===== config.mk =====
export PLATFORM = sky130hd
export DESIGN_NAME = ert_timer
export DESIGN_NICKNAME = d
export VERILOG_FILES = /design/src/logic/ert_pkg.sv /design/src/logic/ert_prescale.sv /design/src/logic/ert_timer.sv
export SDC_FILE = /design/constraint.sdc
export NUM_CORES = 1
export LEC_CHECK = 0
export ABC_CLOCK_PERIOD_IN_PS = 2200
export BUFFER_PORTS_ARGS = -buffer_cell sky130_fd_sc_hd__buf_2
export CAP_MARGIN = 20
export CORE_ASPECT_RATIO = 1.2
export CORE_MARGIN = 3
export CORE_UTILIZATION = 42
export CTS_CLUSTER_DIAMETER = 80
export DETAILED_ROUTE_END_ITERATION = 12
export PLACE_DENSITY = 0.7
export SLEW_MARGIN = 25
export SYNTH_ARGS = -nofsm -noshare
export SYNTH_HDL_FRONTEND = slang
export SYNTH_SLANG_ARGS = --single-unit

===== constraint.sdc =====
create_clock -name sys_clk -period 2.2 [get_ports sys_clk]
set_input_delay 0.22 -clock sys_clk [delete_from_list [all_inputs] [get_ports sys_clk]]
set_output_delay 0.22 -clock sys_clk [all_outputs]
set_load 0.02 [all_outputs]

===== src/logic/ert_pkg.sv =====
// ert_pkg: register map, field positions and reset values of the 8-bit
// reload timer. Assumes a 32-bit AXI4-Lite register port, one word per register.
package ert_pkg;

    // *****************************************************************
    // register indices and address width
    // *****************************************************************
    localparam logic [7:0]  IDX_CONTROL     = 8'h00;
    localparam logic [7:0]  IDX_SHARED_CTL  = 8'h01;
    localparam logic [7:0]  IDX_LOW_HOLD    = 8'h04;
    localparam logic [7:0]  IDX_HIGH_HOLD   = 8'h05;
    localparam logic [7:0]  IDX_WIDE_LOW    = 8'h06;
    localparam logic [7:0]  IDX_CAP_LOW     = 8'h0A;
    localparam logic [7:0]  IDX_CAP_HIGH    = 8'h0B;
    localparam logic [7:0]  IDX_IRQ_STATUS  = 8'h10;
    localparam logic [7:0]  IDX_IRQ_CLEAR   = 8'h11;
    localparam logic [7:0]  IDX_IRQ_ENABLE  = 8'h12;
    localparam int          ADDR_W          = 8;

    // *****************************************************************
    // control fields
    // *****************************************************************
    localparam int          CTL_ENABLE      = 7;
    localparam int          CTL_SINGLE      = 6;
    localparam int          CTL_TIMEOUT     = 5;
    localparam int          CTL_CLK_HI      = 4;
    localparam int          CTL_CLK_LO      = 3;
    localparam int          CTL_CAP_IE      = 2;
    localparam int          CTL_TO_IE       = 1;
    localparam int          SH_PINGPONG_HI  = 3;
    localparam int          SH_PINGPONG_LO  = 2;
    localparam int          SH_INIT_LEVEL   = 1;
    localparam int          ST_TIMEOUT      = 0;
    localparam int          ST_CAPTURE      = 1;

    // *****************************************************************
    // reset values and bus answers
    // *****************************************************************
    localparam logic [7:0]  RST_BYTE        = 8'h00;
    localparam logic [1:0]  RESP_OKAY       = 2'h0;
    localparam logic [1:0]  RESP_SLVERR     = 2'h2;
    localparam logic [7:0]  COUNT_ONE       = 8'h01;
    localparam logic [7:0]  COUNT_ZERO      = 8'h00;

    typedef struct packed {
        logic       enable;
        logic       single;
        logic       rsvd5;
        logic [1:0] clk_sel;
        logic       cap_ie;
        logic       to_ie;
        logic       bit0;
    } ert_ctl_t;

    typedef struct packed {
        logic [3:0] rsvd;
        logic [1:0] pingpong;
        logic       init_level;
        logic       bit0;
    } ert_shared_t;

endpackage


===== src/logic/ert_prescale.sv =====
// ert_prescale: divides the system clock by 1, 2, 4 or 8 into a count strobe.
// Assumes clear is pulsed when counting restarts so the first period is whole.
`timescale 1ns/1ps
module ert_prescale
(
    input  wire logic        sys_clk,
    input  wire logic        rst_b,
    input  wire logic        clear,
    input  wire logic [1:0]  sel,
    output logic             tick
);
    import ert_pkg::*;

    logic [2:0] phase;
    logic [2:0] mask;

    assign mask = (sel == 2'h0) ? 3'h0 : (sel == 2'h1) ? 3'h1 : (sel == 2'h2) ? 3'h3 : 3'h7;
    assign tick = ((phase & mask) == mask) && !clear;

    always_ff @(posedge sys_clk or negedge rst_b)
    begin
        if (!rst_b)
            phase <= 3'h0;
        else if (clear)
            phase <= 3'h0;
        else
            phase <= phase + 3'h1;
    end

endmodule // ert_prescale


===== src/logic/ert_timer.sv =====
// ert_timer: 8-bit reload counter/timer with level-driven hold reload,
// capture of high/low durations and an AXI4-Lite register port.
// Assumes capture_in is synchronous to sys_clk.
//
// Functional notes
// - enable drives output to initial level bit
// - enable loads low or high hold by level
// - single pass stops at zero, toggles, flags
// - first modulo-N terminal count raises no interrupt
// - modulo-N reloads hold chosen by new output
// - each later countdown toggles, flags, maybe interrupts
// - hold writes apply at next reload only
// - count zero wraps through FF, FE
// - timeout flag cleared by writing one
// - control bit two masks capture interrupt
// - disable then enable reloads initial value
// - capture high and low input durations
`timescale 1ns/1ps
module ert_timer
(
    input  wire logic        sys_clk,
    input  wire logic        rst_b,
    input  wire logic [31:0] s_axi_awaddr,
    input  wire logic        s_axi_awvalid,
    output logic             s_axi_awready,
    input  wire logic [31:0] s_axi_wdata,
    input  wire logic [3:0]  s_axi_wstrb,
    input  wire logic        s_axi_wvalid,
    output logic             s_axi_wready,
    output logic [1:0]       s_axi_bresp,
    output logic             s_axi_bvalid,
    input  wire logic        s_axi_bready,
    input  wire logic [31:0] s_axi_araddr,
    input  wire logic        s_axi_arvalid,
    output logic             s_axi_arready,
    output logic [31:0]      s_axi_rdata,
    output logic [1:0]       s_axi_rresp,
    output logic             s_axi_rvalid,
    input  wire logic        s_axi_rready,
    input  wire logic        capture_in,
    output logic             timer_output,
    output logic [1:0]       pingpong_mode,
    output logic [7:0]       wide_low_value,
    output logic             irq
);
    import ert_pkg::*;

    // *****************************************************************
    // registers
    // *****************************************************************
    ert_ctl_t    ctl;
    ert_shared_t shared_ctl;
    logic [7:0]  low_level_value;
    logic [7:0]  high_level_value;
    logic [7:0]  cap_high;
    logic [7:0]  cap_low;
    logic [1:0]  irq_en;
    logic        to_flag;
    logic        cap_flag;
    logic [7:0]  count;
    logic [7:0]  accum;
    logic        running;
    logic        first_pass;
    logic        cap_prev;

    // *****************************************************************
    // AXI4-Lite write and read channels
    // *****************************************************************
    logic [ADDR_W-1:0] aw_addr;
    logic              aw_held;
    logic [7:0]        w_byte;
    logic              w_strb0;
    logic              w_held;
    logic              do_write;
    logic [ADDR_W-1:0] wr_idx;
    logic [ADDR_W-1:0] rd_idx;
    logic              wr_hit;
    logic              rd_hit;
    logic [7:0]        rd_byte;

    assign s_axi_awready = !aw_held && !s_axi_bvalid;
    assign s_axi_wready  = !w_held && !s_axi_bvalid;
    assign s_axi_arready = !s_axi_rvalid;
    assign do_write      = aw_held && w_held && !s_axi_bvalid;
    assign wr_idx        = {2'h0, aw_addr[ADDR_W-1:2]};
    assign rd_idx        = {2'h0, s_axi_araddr[ADDR_W-1:2]};

    assign wr_hit = (aw_addr[1:0] == 2'h0) && (wr_idx == IDX_CONTROL || wr_idx == IDX_SHARED_CTL
                    || wr_idx == IDX_LOW_HOLD || wr_idx == IDX_HIGH_HOLD || wr_idx == IDX_WIDE_LOW
                    || wr_idx == IDX_CAP_LOW || wr_idx == IDX_CAP_HIGH || wr_idx == IDX_IRQ_STATUS
                    || wr_idx == IDX_IRQ_CLEAR || wr_idx == IDX_IRQ_ENABLE);
    assign rd_hit = (s_axi_araddr[1:0] == 2'h0) && (rd_idx == IDX_CONTROL
                    || rd_idx == IDX_SHARED_CTL || rd_idx == IDX_LOW_HOLD
                    || rd_idx == IDX_HIGH_HOLD || rd_idx == IDX_WIDE_LOW || rd_idx == IDX_CAP_LOW
                    || rd_idx == IDX_CAP_HIGH || rd_idx == IDX_IRQ_STATUS
                    || rd_idx == IDX_IRQ_CLEAR || rd_idx == IDX_IRQ_ENABLE);

    // capture registers and status are read-only; the clear register reads zero
    assign rd_byte = (rd_idx == IDX_CONTROL)    ? {ctl.enable, ctl.single, to_flag, ctl.clk_sel,
                                                   ctl.cap_ie, ctl.to_ie, ctl.bit0} :
                     (rd_idx == IDX_SHARED_CTL) ? shared_ctl :
                     (rd_idx == IDX_LOW_HOLD)   ? low_level_value :
                     (rd_idx == IDX_HIGH_HOLD)  ? high_level_value :
                     (rd_idx == IDX_WIDE_LOW)   ? wide_low_value :
                     (rd_idx == IDX_CAP_LOW)    ? cap_low :
                     (rd_idx == IDX_CAP_HIGH)   ? cap_high :
                     (rd_idx == IDX_IRQ_STATUS) ? {6'h00, cap_flag, to_flag} :
                     (rd_idx == IDX_IRQ_ENABLE) ? {6'h00, irq_en} : 8'h00;

    always_ff @(posedge sys_clk or negedge rst_b)
    begin
        if (!rst_b)
        begin
            aw_held      <= 1'b0;
            aw_addr      <= '0;
            w_held       <= 1'b0;
            w_byte       <= 8'h00;
            w_strb0      <= 1'b0;
            s_axi_bvalid <= 1'b0;
            s_axi_bresp  <= RESP_OKAY;
        end
        else
        begin
            if (s_axi_awvalid && s_axi_awready)
            begin
                aw_held <= 1'b1;
                aw_addr <= s_axi_awaddr[ADDR_W-1:0];
            end
            if (s_axi_wvalid && s_axi_wready)
            begin
                w_held  <= 1'b1;
                w_byte  <= s_axi_wdata[7:0];
                w_strb0 <= s_axi_wstrb[0];
            end
            if (do_write)
            begin
                aw_held      <= 1'b0;
                w_held       <= 1'b0;
                s_axi_bvalid <= 1'b1;
                s_axi_bresp  <= wr_hit ? RESP_OKAY : RESP_SLVERR;
            end
            else if (s_axi_bvalid && s_axi_bready)
                s_axi_bvalid <= 1'b0;
        end
    end

    always_ff @(posedge sys_clk or negedge rst_b)
    begin
        if (!rst_b)
        begin
            s_axi_rvalid <= 1'b0;
            s_axi_rdata  <= 32'h0000_0000;
            s_axi_rresp  <= RESP_OKAY;
        end
        else if (s_axi_arvalid && s_axi_arready)
        begin
            s_axi_rvalid <= 1'b1;
            s_axi_rdata  <= {24'h00_0000, rd_byte};
            s_axi_rresp  <= rd_hit ? RESP_OKAY : RESP_SLVERR;
        end
        else if (s_axi_rvalid && s_axi_rready)
            s_axi_rvalid <= 1'b0;
    end

    // *****************************************************************
    // register writes
    // *****************************************************************
    logic wr_en;
    logic wr_ctl;
    logic start;
    logic stop;

    assign wr_en  = do_write && w_strb0;
    assign wr_ctl = wr_en && (wr_idx == IDX_CONTROL);
    assign start  = wr_ctl && w_byte[CTL_ENABLE] && !ctl.enable;
    assign stop   = wr_ctl && !w_byte[CTL_ENABLE];

    always_ff @(posedge sys_clk or negedge rst_b)
    begin
        if (!rst_b)
        begin
            ctl              <= RST_BYTE;
            shared_ctl       <= RST_BYTE;
            low_level_value  <= RST_BYTE;
            high_level_value <= RST_BYTE;
            wide_low_value   <= RST_BYTE;
            irq_en           <= 2'h0;
        end
        else if (wr_en)
        begin
            if (wr_idx == IDX_CONTROL)
                ctl <= {w_byte[7:6], 1'b0, w_byte[4:0]};
            if (wr_idx == IDX_SHARED_CTL)
                shared_ctl <= {4'h0, w_byte[3:0]};
            if (wr_idx == IDX_LOW_HOLD)
                low_level_value <= w_byte;
            if (wr_idx == IDX_HIGH_HOLD)
                high_level_value <= w_byte;
            if (wr_idx == IDX_WIDE_LOW)
                wide_low_value <= w_byte;
            if (wr_idx == IDX_IRQ_ENABLE)
                irq_en <= w_byte[1:0];
        end
    end

    assign pingpong_mode = shared_ctl.pingpong;

    // *****************************************************************
    // counter core
    // *****************************************************************
    logic       tick;
    logic       term;
    logic       flag_ev;
    logic       next_level;
    logic [7:0] reload_val;
    logic [7:0] start_val;
    logic       to_clr;
    logic       cap_clr;
    logic       cap_edge;

    ert_prescale u_prescale
    (
        .sys_clk (sys_clk),
        .rst_b   (rst_b),
        .clear   (start),
        .sel     (ctl.clk_sel),
        .tick    (tick)
    );

    assign term       = running && tick && (count == COUNT_ONE);
    assign next_level = !timer_output;
    assign reload_val = next_level ? high_level_value : low_level_value;
    assign start_val  = shared_ctl.init_level ? high_level_value : low_level_value;
    assign flag_ev    = term && (ctl.single || !first_pass);

    always_ff @(posedge sys_clk or negedge rst_b)
    begin
        if (!rst_b)
        begin
            count        <= COUNT_ZERO;
            running      <= 1'b0;
            first_pass   <= 1'b0;
            timer_output <= 1'b0;
        end
        else if (start)
        begin
            timer_output <= shared_ctl.init_level;
            count        <= start_val;
            running      <= 1'b1;
            first_pass   <= 1'b1;
        end
        else if (stop)
            running <= 1'b0;
        else if (term)
        begin
            timer_output <= next_level;
            first_pass   <= 1'b0;
            if (ctl.single)
            begin
                count   <= COUNT_ZERO;
                running <= 1'b0;
            end
            else
                count <= reload_val;
        end
        else if (running && tick)
            count <= count - 8'h01;
    end

    // *****************************************************************
    // capture of input durations
    // *****************************************************************
    assign cap_edge = running && (capture_in != cap_prev);

    always_ff @(posedge sys_clk or negedge rst_b)
    begin
        if (!rst_b)
        begin
            cap_prev <= 1'b0;
            accum    <= 8'h00;
            cap_high <= RST_BYTE;
            cap_low  <= RST_BYTE;
        end
        else
        begin
            cap_prev <= capture_in;
            if (cap_edge)
            begin
                if (cap_prev)
                    cap_high <= accum;
                else
                    cap_low <= accum;
                accum <= 8'h00;
            end
            else if (running && tick)
                accum <= accum + 8'h01;
        end
    end

    // *****************************************************************
    // flags and interrupt
    // *****************************************************************
    assign to_clr  = (wr_ctl && w_byte[CTL_TIMEOUT])
                     || (wr_en && wr_idx == IDX_IRQ_CLEAR && w_byte[ST_TIMEOUT]);
    assign cap_clr = wr_en && wr_idx == IDX_IRQ_CLEAR && w_byte[ST_CAPTURE];

    always_ff @(posedge sys_clk or negedge rst_b)
    begin
        if (!rst_b)
        begin
            to_flag  <= 1'b0;
            cap_flag <= 1'b0;
        end
        else
        begin
            to_flag  <= flag_ev || (to_flag && !to_clr);
            cap_flag <= cap_edge || (cap_flag && !cap_clr);
        end
    end

    assign irq = (to_flag && irq_en[ST_TIMEOUT] && ctl.to_ie)
                 || (cap_flag && irq_en[ST_CAPTURE] && ctl.cap_ie);

    // *****************************************************************
    // checks
    // *****************************************************************
    start_level_a : assert property (@(posedge sys_clk) disable iff (!rst_b)
        start |=> timer_output == $past(shared_ctl.init_level))
        else $error("output not at initial level after enable");

    start_load_a : assert property (@(posedge sys_clk) disable iff (!rst_b)
        start |=> count == $past(start_val) && running)
        else $error("wrong initial load");

    single_stop_a : assert property (@(posedge sys_clk) disable iff (!rst_b)
        (term && ctl.single && !start && !stop) |=> !running && to_flag
            && timer_output != $past(timer_output))
        else $error("single pass did not stop and flag");

    first_quiet_a : assert property (@(posedge sys_clk) disable iff (!rst_b)
        (term && !ctl.single && first_pass && !to_flag && !start && !stop) |=> !to_flag)
        else $error("first modulo terminal count raised flag");

    modn_reload_a : assert property (@(posedge sys_clk) disable iff (!rst_b)
        (term && !ctl.single && !start && !stop) |=> count == (timer_output
            ? $past(high_level_value) : $past(low_level_value)))
        else $error("modulo reload from wrong hold");

    irq_gate_a : assert property (@(posedge sys_clk) disable iff (!rst_b)
        (to_flag && !ctl.to_ie && !(cap_flag && ctl.cap_ie && irq_en[ST_CAPTURE])) |-> !irq)
        else $error("timeout interrupt not masked");

    wrap_zero_a : assert property (@(posedge sys_clk) disable iff (!rst_b)
        (running && tick && count == COUNT_ZERO && !start && !stop) |=> count == 8'hFF)
        else $error("zero count did not wrap");

    flag_clear_a : assert property (@(posedge sys_clk) disable iff (!rst_b)
        (to_flag && to_clr && !flag_ev) ##1 !flag_ev [*2] |-> !to_flag)
        else $error("timeout flag not cleared");

    cap_mask_a : assert property (@(posedge sys_clk) disable iff (!rst_b)
        (!ctl.cap_ie && !(to_flag && ctl.to_ie && irq_en[ST_TIMEOUT])) |-> !irq)
        else $error("capture interrupt not masked");

    restart_a : assert property (@(posedge sys_clk) disable iff (!rst_b)
        stop ##[2:40] start |=> count == $past(start_val))
        else $error("restart did not reload");

    hold_keep_a : assert property (@(posedge sys_clk) disable iff (!rst_b)
        (running && tick && !term && !start && !stop && count != COUNT_ZERO)
            |=> count == $past(count) - 8'h01)
        else $error("count disturbed outside reload");

endmodule // ert_timer


==> impl_metrics.env, run 1 <==
export IMPL_floorplan_initialDensity=0.435
export IMPL_synthToLayoutAreaGrowth_pct=15.8
export IMPL_critPathKind="reg -> reg"
export IMPL_vdd_ir_drop_max_uv=639
export IMPL_fin_crit_ps=2150
export IMPL_clkTransAtPathRegs_ps=80
export IMPL_clk_latency_ps=350
export IMPL_final_layout_size_suffix_gt1_frac=0.304
export IMPL_yosys_warnings=0
export IMPL_grt_max_degree=42
export IMPL_p_int_w=0.00529
export IMPL_leakagePower_nw=3.12
export IMPL_dp_slack_ps=-103
export IMPL_htree_levels=3
export IMPL_cp_end_kind="flip-flop"
export IMPL_die_y_um=135
export IMPL_busiest_layer="met2"
export IMPL_switching_share=0.376
export IMPL_yosysSeqAreaShare=0.470
export IMPL_netlist_area_mm2=0.00580
export IMPL_overflow=0
export IMPL_cts_buffers=9
export IMPL_grt_setup_unrepaired="true"
export IMPL_mostFrequentLayoutCell="dfrtp_1"
export IMPL_synth_avg_cell_area_um2=10.6
export IMPL_clock_tree_root_cell="clkbuf_16"
export IMPL_syn_inst=546
export IMPL_p_seq_frac=0.429
export IMPL_clockBufferDepth=2
export IMPL_cp_arrival_ps=2410
export IMPL_crit_required_ps=2460
export IMPL_p_sw_w=0.00319
export IMPL_p_per_area_mw_per_mm2=1260
export IMPL_layout_common_cells="109 x dfrtp_1, 69 x mux2_2, 58 x buf_2, 48 x nand2_1, 34 x buf_4"
export IMPL_critPathLaunch="count[5]"
export IMPL_stdcell_count=799
export IMPL_final_max_slew_violation_count=0
export IMPL_outcome="finished, final reports clean"
export IMPL_grt_pass1_vias=4493
export IMPL_antenna_left=0
export IMPL_crit_fanout=7
export IMPL_drv_cap=0
export IMPL_cts_tree="yes"
export IMPL_wirelength_um=14200
export IMPL_synth_seq_cells=109
export IMPL_design_core_area_mm2=0.0134
export IMPL_synth_cell_types=62
export IMPL_setup_viol=0
export IMPL_clock_sinks=109
export IMPL_design_area_mm2=0.00672
export IMPL_dr_pass1_iters=7
export IMPL_drc=0
export IMPL_rows=46
export IMPL_die_area_mm2=0.0153
export IMPL_grtUsageMet2=0.320
export IMPL_drtIter0Drc=255
export IMPL_hold_class="in -> reg"
export IMPL_io_buffers=59
export IMPL_ios=161
export IMPL_min_period_over_period=0.978
export IMPL_yosys_most_used_dff="dfrtp_1"
export IMPL_grt_use_met1=0.256
export IMPL_max_freq_mhz=465
export IMPL_timing_rr_start="count[5]"
export IMPL_dp_cells=780
export IMPL_layout_setup_ws_ps=47.8
export IMPL_crit_path_start_kind="flip-flop"
export IMPL_synth_edff_count=0
export IMPL_wl_per_cell_um=17.7
export IMPL_vias_per_cell=5.68
export IMPL_place_hpwl_um=10600
export IMPL_async_flop_share=1.00
export IMPL_grtUsageTotal=0.191
export IMPL_design_power_total_w=0.00848
export IMPL_combPwrFrac=0.368
export IMPL_dpl_cell_area_mm2=0.00637
export IMPL_antenna_found_initial=0
export IMPL_hold_viol=0
export IMPL_relSlewSlack=0.563
export IMPL_place_gp_congestion=0.881
export IMPL_vias=4541
export IMPL_finClkSkew_ps=10.6
export IMPL_met3_usage=0.0296
export IMPL_grt_first_pass_wirelength_um=23400
export IMPL_layout_nets=738
export IMPL_tightest_slew_ps=653
export IMPL_clkPwrFrac=0.203
export IMPL_diodes=0
export IMPL_hold_path_startpoint="capture_in"
export IMPL_die_x_um=113
export IMPL_hold_slack_ps=9.84
==> cell families after synthesis <==
group	share of synthesized area
flops	0.470
buf+inv	0.0649
fa+ha+maj	0.00862
mux	0.165
simple gates	0.141
other cells	0.000646
xor+xnor	0.0136
compound gates	0.136
==> area by class of cell <==
type / instances / area [um^2]
Multi-Input combinational cell: 392 / 2810
Sequential cell: 109 / 2730
Inverter: 19 / 71.3
Clock buffer: 10 / 239
Fill cell: 1232 / 6630
Timing Repair Buffer: 95 / 587
Clock inverter: 6 / 77.6
Tap cell: 168 / 210
==> routing by layer <==
metal  part of all wire  wire length (um)
met2               0.49              7010
met3              0.049               698
met1               0.44              6190
met5                  0                 0
met4              0.020               278
==> cells in the mapped netlist, types with 11 or more instances <==
cell type  number  area [um^2]
o21ai_0        21          105
a22oi_1        11         82.6
mux2_2         69          777
inv_1          19         71.3
nand2_1        48          180
mux2i_1        18          180
clkbuf_1       20         75.1
nand3_1        11         55.1
a21oi_1        17         85.1
o22ai_1        15         93.8
nor2_1         28          105
buf_4          28          210
dfrtp_1       109         2730
==> worst max-delay path, cell delays in order, from the launching register on <==
cell      delay [ps]
dfrtp_1          410
or4_4            550
or4b_4           490
or3_4            420
o221ai_2         200
==> power by group through the flow <==
stage	clock [W]	sequential [W]	combinational, W
3_5_place_dp	0	0.00366	0.00310
6_report	0.00173	0.00364	0.00312
3_3_place_gp	0	0.00361	0.00299
5_1_grt	0.00184	0.00375	0.00341
4_1_cts	0.00176	0.00362	0.00312
2_1_floorplan	0	0.00350	0.00211
==> path summary, 6_finish.rpt <==
kind                             endpoint  slack, ps  cells after the start
max                              count[2]         50                      4
min                              cap_prev         10                      1
max reg2reg                      count[2]         50                      4
min reg2reg                s_axi_bresp[1]        480                      2
max in group asynchronous        count[4]       1010                      3
min in group asynchronous     cap_high[3]        370                      2
==> registers in the layout (all words and copies together), names as in the netlist, 2 cells and up <==
register,cells
pingpong_mode,2
w_byte,8
count,8
irq_en,2
high_level_value,8
wide_low_value,8
cap_high,8
s_axi_rdata,8
aw_addr,8
ctl,7
shared_ctl,2
low_level_value,8
accum,8
u_prescale.phase,3
cap_low,8
==> what timing repair did <==
action	in CTS	in global routing
endpoints found under the hold margin	38	0
hold buffers	1	0
resized for setup	1	2
setup buffers	0	2
pin swaps	0	2
setup endpoints to repair	7	26
==> stage by stage <==
| step | setup TNS (ps) | utilization |
|---|---|---|
| global route | -1290 | 0.503 |
| detailed placement | -532 | 0.477 |
| finish | 0 | 0.503 |
| CTS | 0 | 0.502 |
| floorplan | -9.22 | - |
| global placement | -337 | 0.477 |
Power figures use the tool's default switching activity.
==> inputs of run 2 (changes only) <==
--- a/config.mk
+++ b/config.mk
@@ -9,7 +9,7 @@
 export BUFFER_PORTS_ARGS = -buffer_cell sky130_fd_sc_hd__buf_2
 export CAP_MARGIN = 20
 export CORE_ASPECT_RATIO = 1.2
-export CORE_MARGIN = 3
+export CORE_MARGIN = 2
 export CORE_UTILIZATION = 42
 export CTS_CLUSTER_DIAMETER = 80
 export DETAILED_ROUTE_END_ITERATION = 12
==> impl_metrics.env, run 2 (synthesis gave the netlist of run 1 again) <==
export IMPL_grtUsageTotal=0.197
export IMPL_final_util=0.495
export IMPL_cts_buffers=9
export IMPL_crit_path_start_kind="flip-flop"
export IMPL_dr_pass1_iters=5
export IMPL_critPathKind="reg -> reg"
export IMPL_hold_class="in -> reg"
export IMPL_layout_nets=739
export IMPL_cp_arrival_ps=2420
export IMPL_drc=0
export IMPL_relSlewSlack=0.562
export IMPL_place_gp_congestion=0.858
export IMPL_grt_first_pass_wirelength_um=23300
export IMPL_final_layout_size_suffix_gt1_frac=0.304
export IMPL_grt_pass1_vias=4563
export IMPL_rows=47
export IMPL_layout_common_cells="109 x dfrtp_1, 69 x mux2_2, 58 x buf_2, 48 x nand2_1, 34 x buf_4"
export IMPL_wirelength_um=14100
export IMPL_floorplan_initialDensity=0.425
export IMPL_setup_viol=0
export IMPL_place_hpwl_um=10700
export IMPL_outcome="finished, final reports clean"
export IMPL_drv_cap=0
export IMPL_die_x_um=111
export IMPL_die_y_um=133
export IMPL_clockBufferDepth=2
export IMPL_synthToLayoutAreaGrowth_pct=16.4
export IMPL_design_core_area_mm2=0.0136
export IMPL_finClkSkew_ps=10.7
export IMPL_min_period_over_period=0.986
export IMPL_clock_tree_root_cell="clkbuf_16"
export IMPL_mostFrequentLayoutCell="dfrtp_1"
export IMPL_p_per_area_mw_per_mm2=1250
export IMPL_vias_per_cell=5.65
export IMPL_cp_end_kind="flip-flop"
export IMPL_tightest_slew_ps=654
export IMPL_design_area_mm2=0.00675
export IMPL_crit_fanout=7
export IMPL_dpl_cell_area_mm2=0.00640
export IMPL_antenna_left=0
export IMPL_hold_viol=0
export IMPL_clock_sinks=109
export IMPL_antenna_found_initial=0
export IMPL_final_max_slew_violation_count=0
export IMPL_io_buffers=59
export IMPL_cts_setup_buffers=0
export IMPL_ios=161
export IMPL_overflow=0
export IMPL_diodes=0
export IMPL_htree_levels=3
export IMPL_clk_latency_ps=350
export IMPL_die_area_mm2=0.0148
export IMPL_fin_crit_ps=2170
export IMPL_cts_tree="yes"
export IMPL_clkTransAtPathRegs_ps=70
export IMPL_crit_required_ps=2450
export IMPL_max_freq_mhz=461
export IMPL_vdd_ir_drop_max_uv=729
export IMPL_vias=4533
export IMPL_leakagePower_nw=3.13
export IMPL_drtIter0Drc=233
export IMPL_grt_max_degree=55
export IMPL_wl_per_cell_um=17.5
## run 2: repair_timing
item / CTS / global route
pin swaps: 1 / 1
gates cloned: 0 / 0
resized for setup: 1 / 3
hold buffers: 2 / 0
setup endpoints to repair: 7 / 10
hold endpoints to repair: 30 / 0
## run 2: worst paths after layout
| kind | end | slack (ps) | cells past startpoint | startpoint |
|---|---|---|---|---|
| hold / removal | s_axi_bvalid | 50 | 2 | s_axi_bready |
| hold reg to reg | ctl[0] | 480 | 2 | ctl[0] |
| max in group asynchronous | w_byte[7] | 1160 | 3 | rst_b |
| min in group asynchronous | cap_low[5] | 360 | 2 | rst_b |
| setup reg to reg | count[2] | 30 | 4 | count[5] |
| setup / recovery | count[2] | 30 | 4 | count[5] |
## run 2: metrics by stage
step	TNS, ps	hold WS (ps)	setup WS, ps	power (W)	instances
finish	0	54.4	31.5	0.00845	803
global route	-8.87	50.2	-6.27	0.00899	803
CTS	0	52.0	29.8	0.00846	803
detailed placement	-618	192	-122	0.00677	785
global placement	-402	193	-103	0.00661	785
floorplan	-9.22	-75.6	-9.22	0.00561	571
## run 2: critical path, cell delays in order (launching register included)
cell and delay [ps]:
dfrtp_1 390, or4_4 560, or4b_4 500, or3_4 410, o221ai_2 220
## run 2: power by group
| group | internal (W) | switching (W) |
|---|---|---|
| Clock | 0.000950 | 0.000719 |
| Combinational | 0.00156 | 0.00156 |
| Sequential | 0.00280 | 0.000857 |
## run 2: layer usage
metal | share of wire | track usage | vias to the layer above
met4 | 0.025 | 0.0775 | 0
li1 | - | - | 2100
met5 | 0 | 0 | -
met1 | 0.42 | 0.247 | 2250
met3 | 0.047 | 0.0275 | 23
met2 | 0.51 | 0.344 | 160
## run 2: area by class of cell
cell class	instances	area (um^2)
Tap cell	171	214
Inverter	19	71.3
Fill cell	1237	6890
Timing Repair Buffer	96	606
Clock inverter	4	53.8
Clock buffer	12	256
Multi-Input combinational cell	392	2830
Sequential cell	109	2730
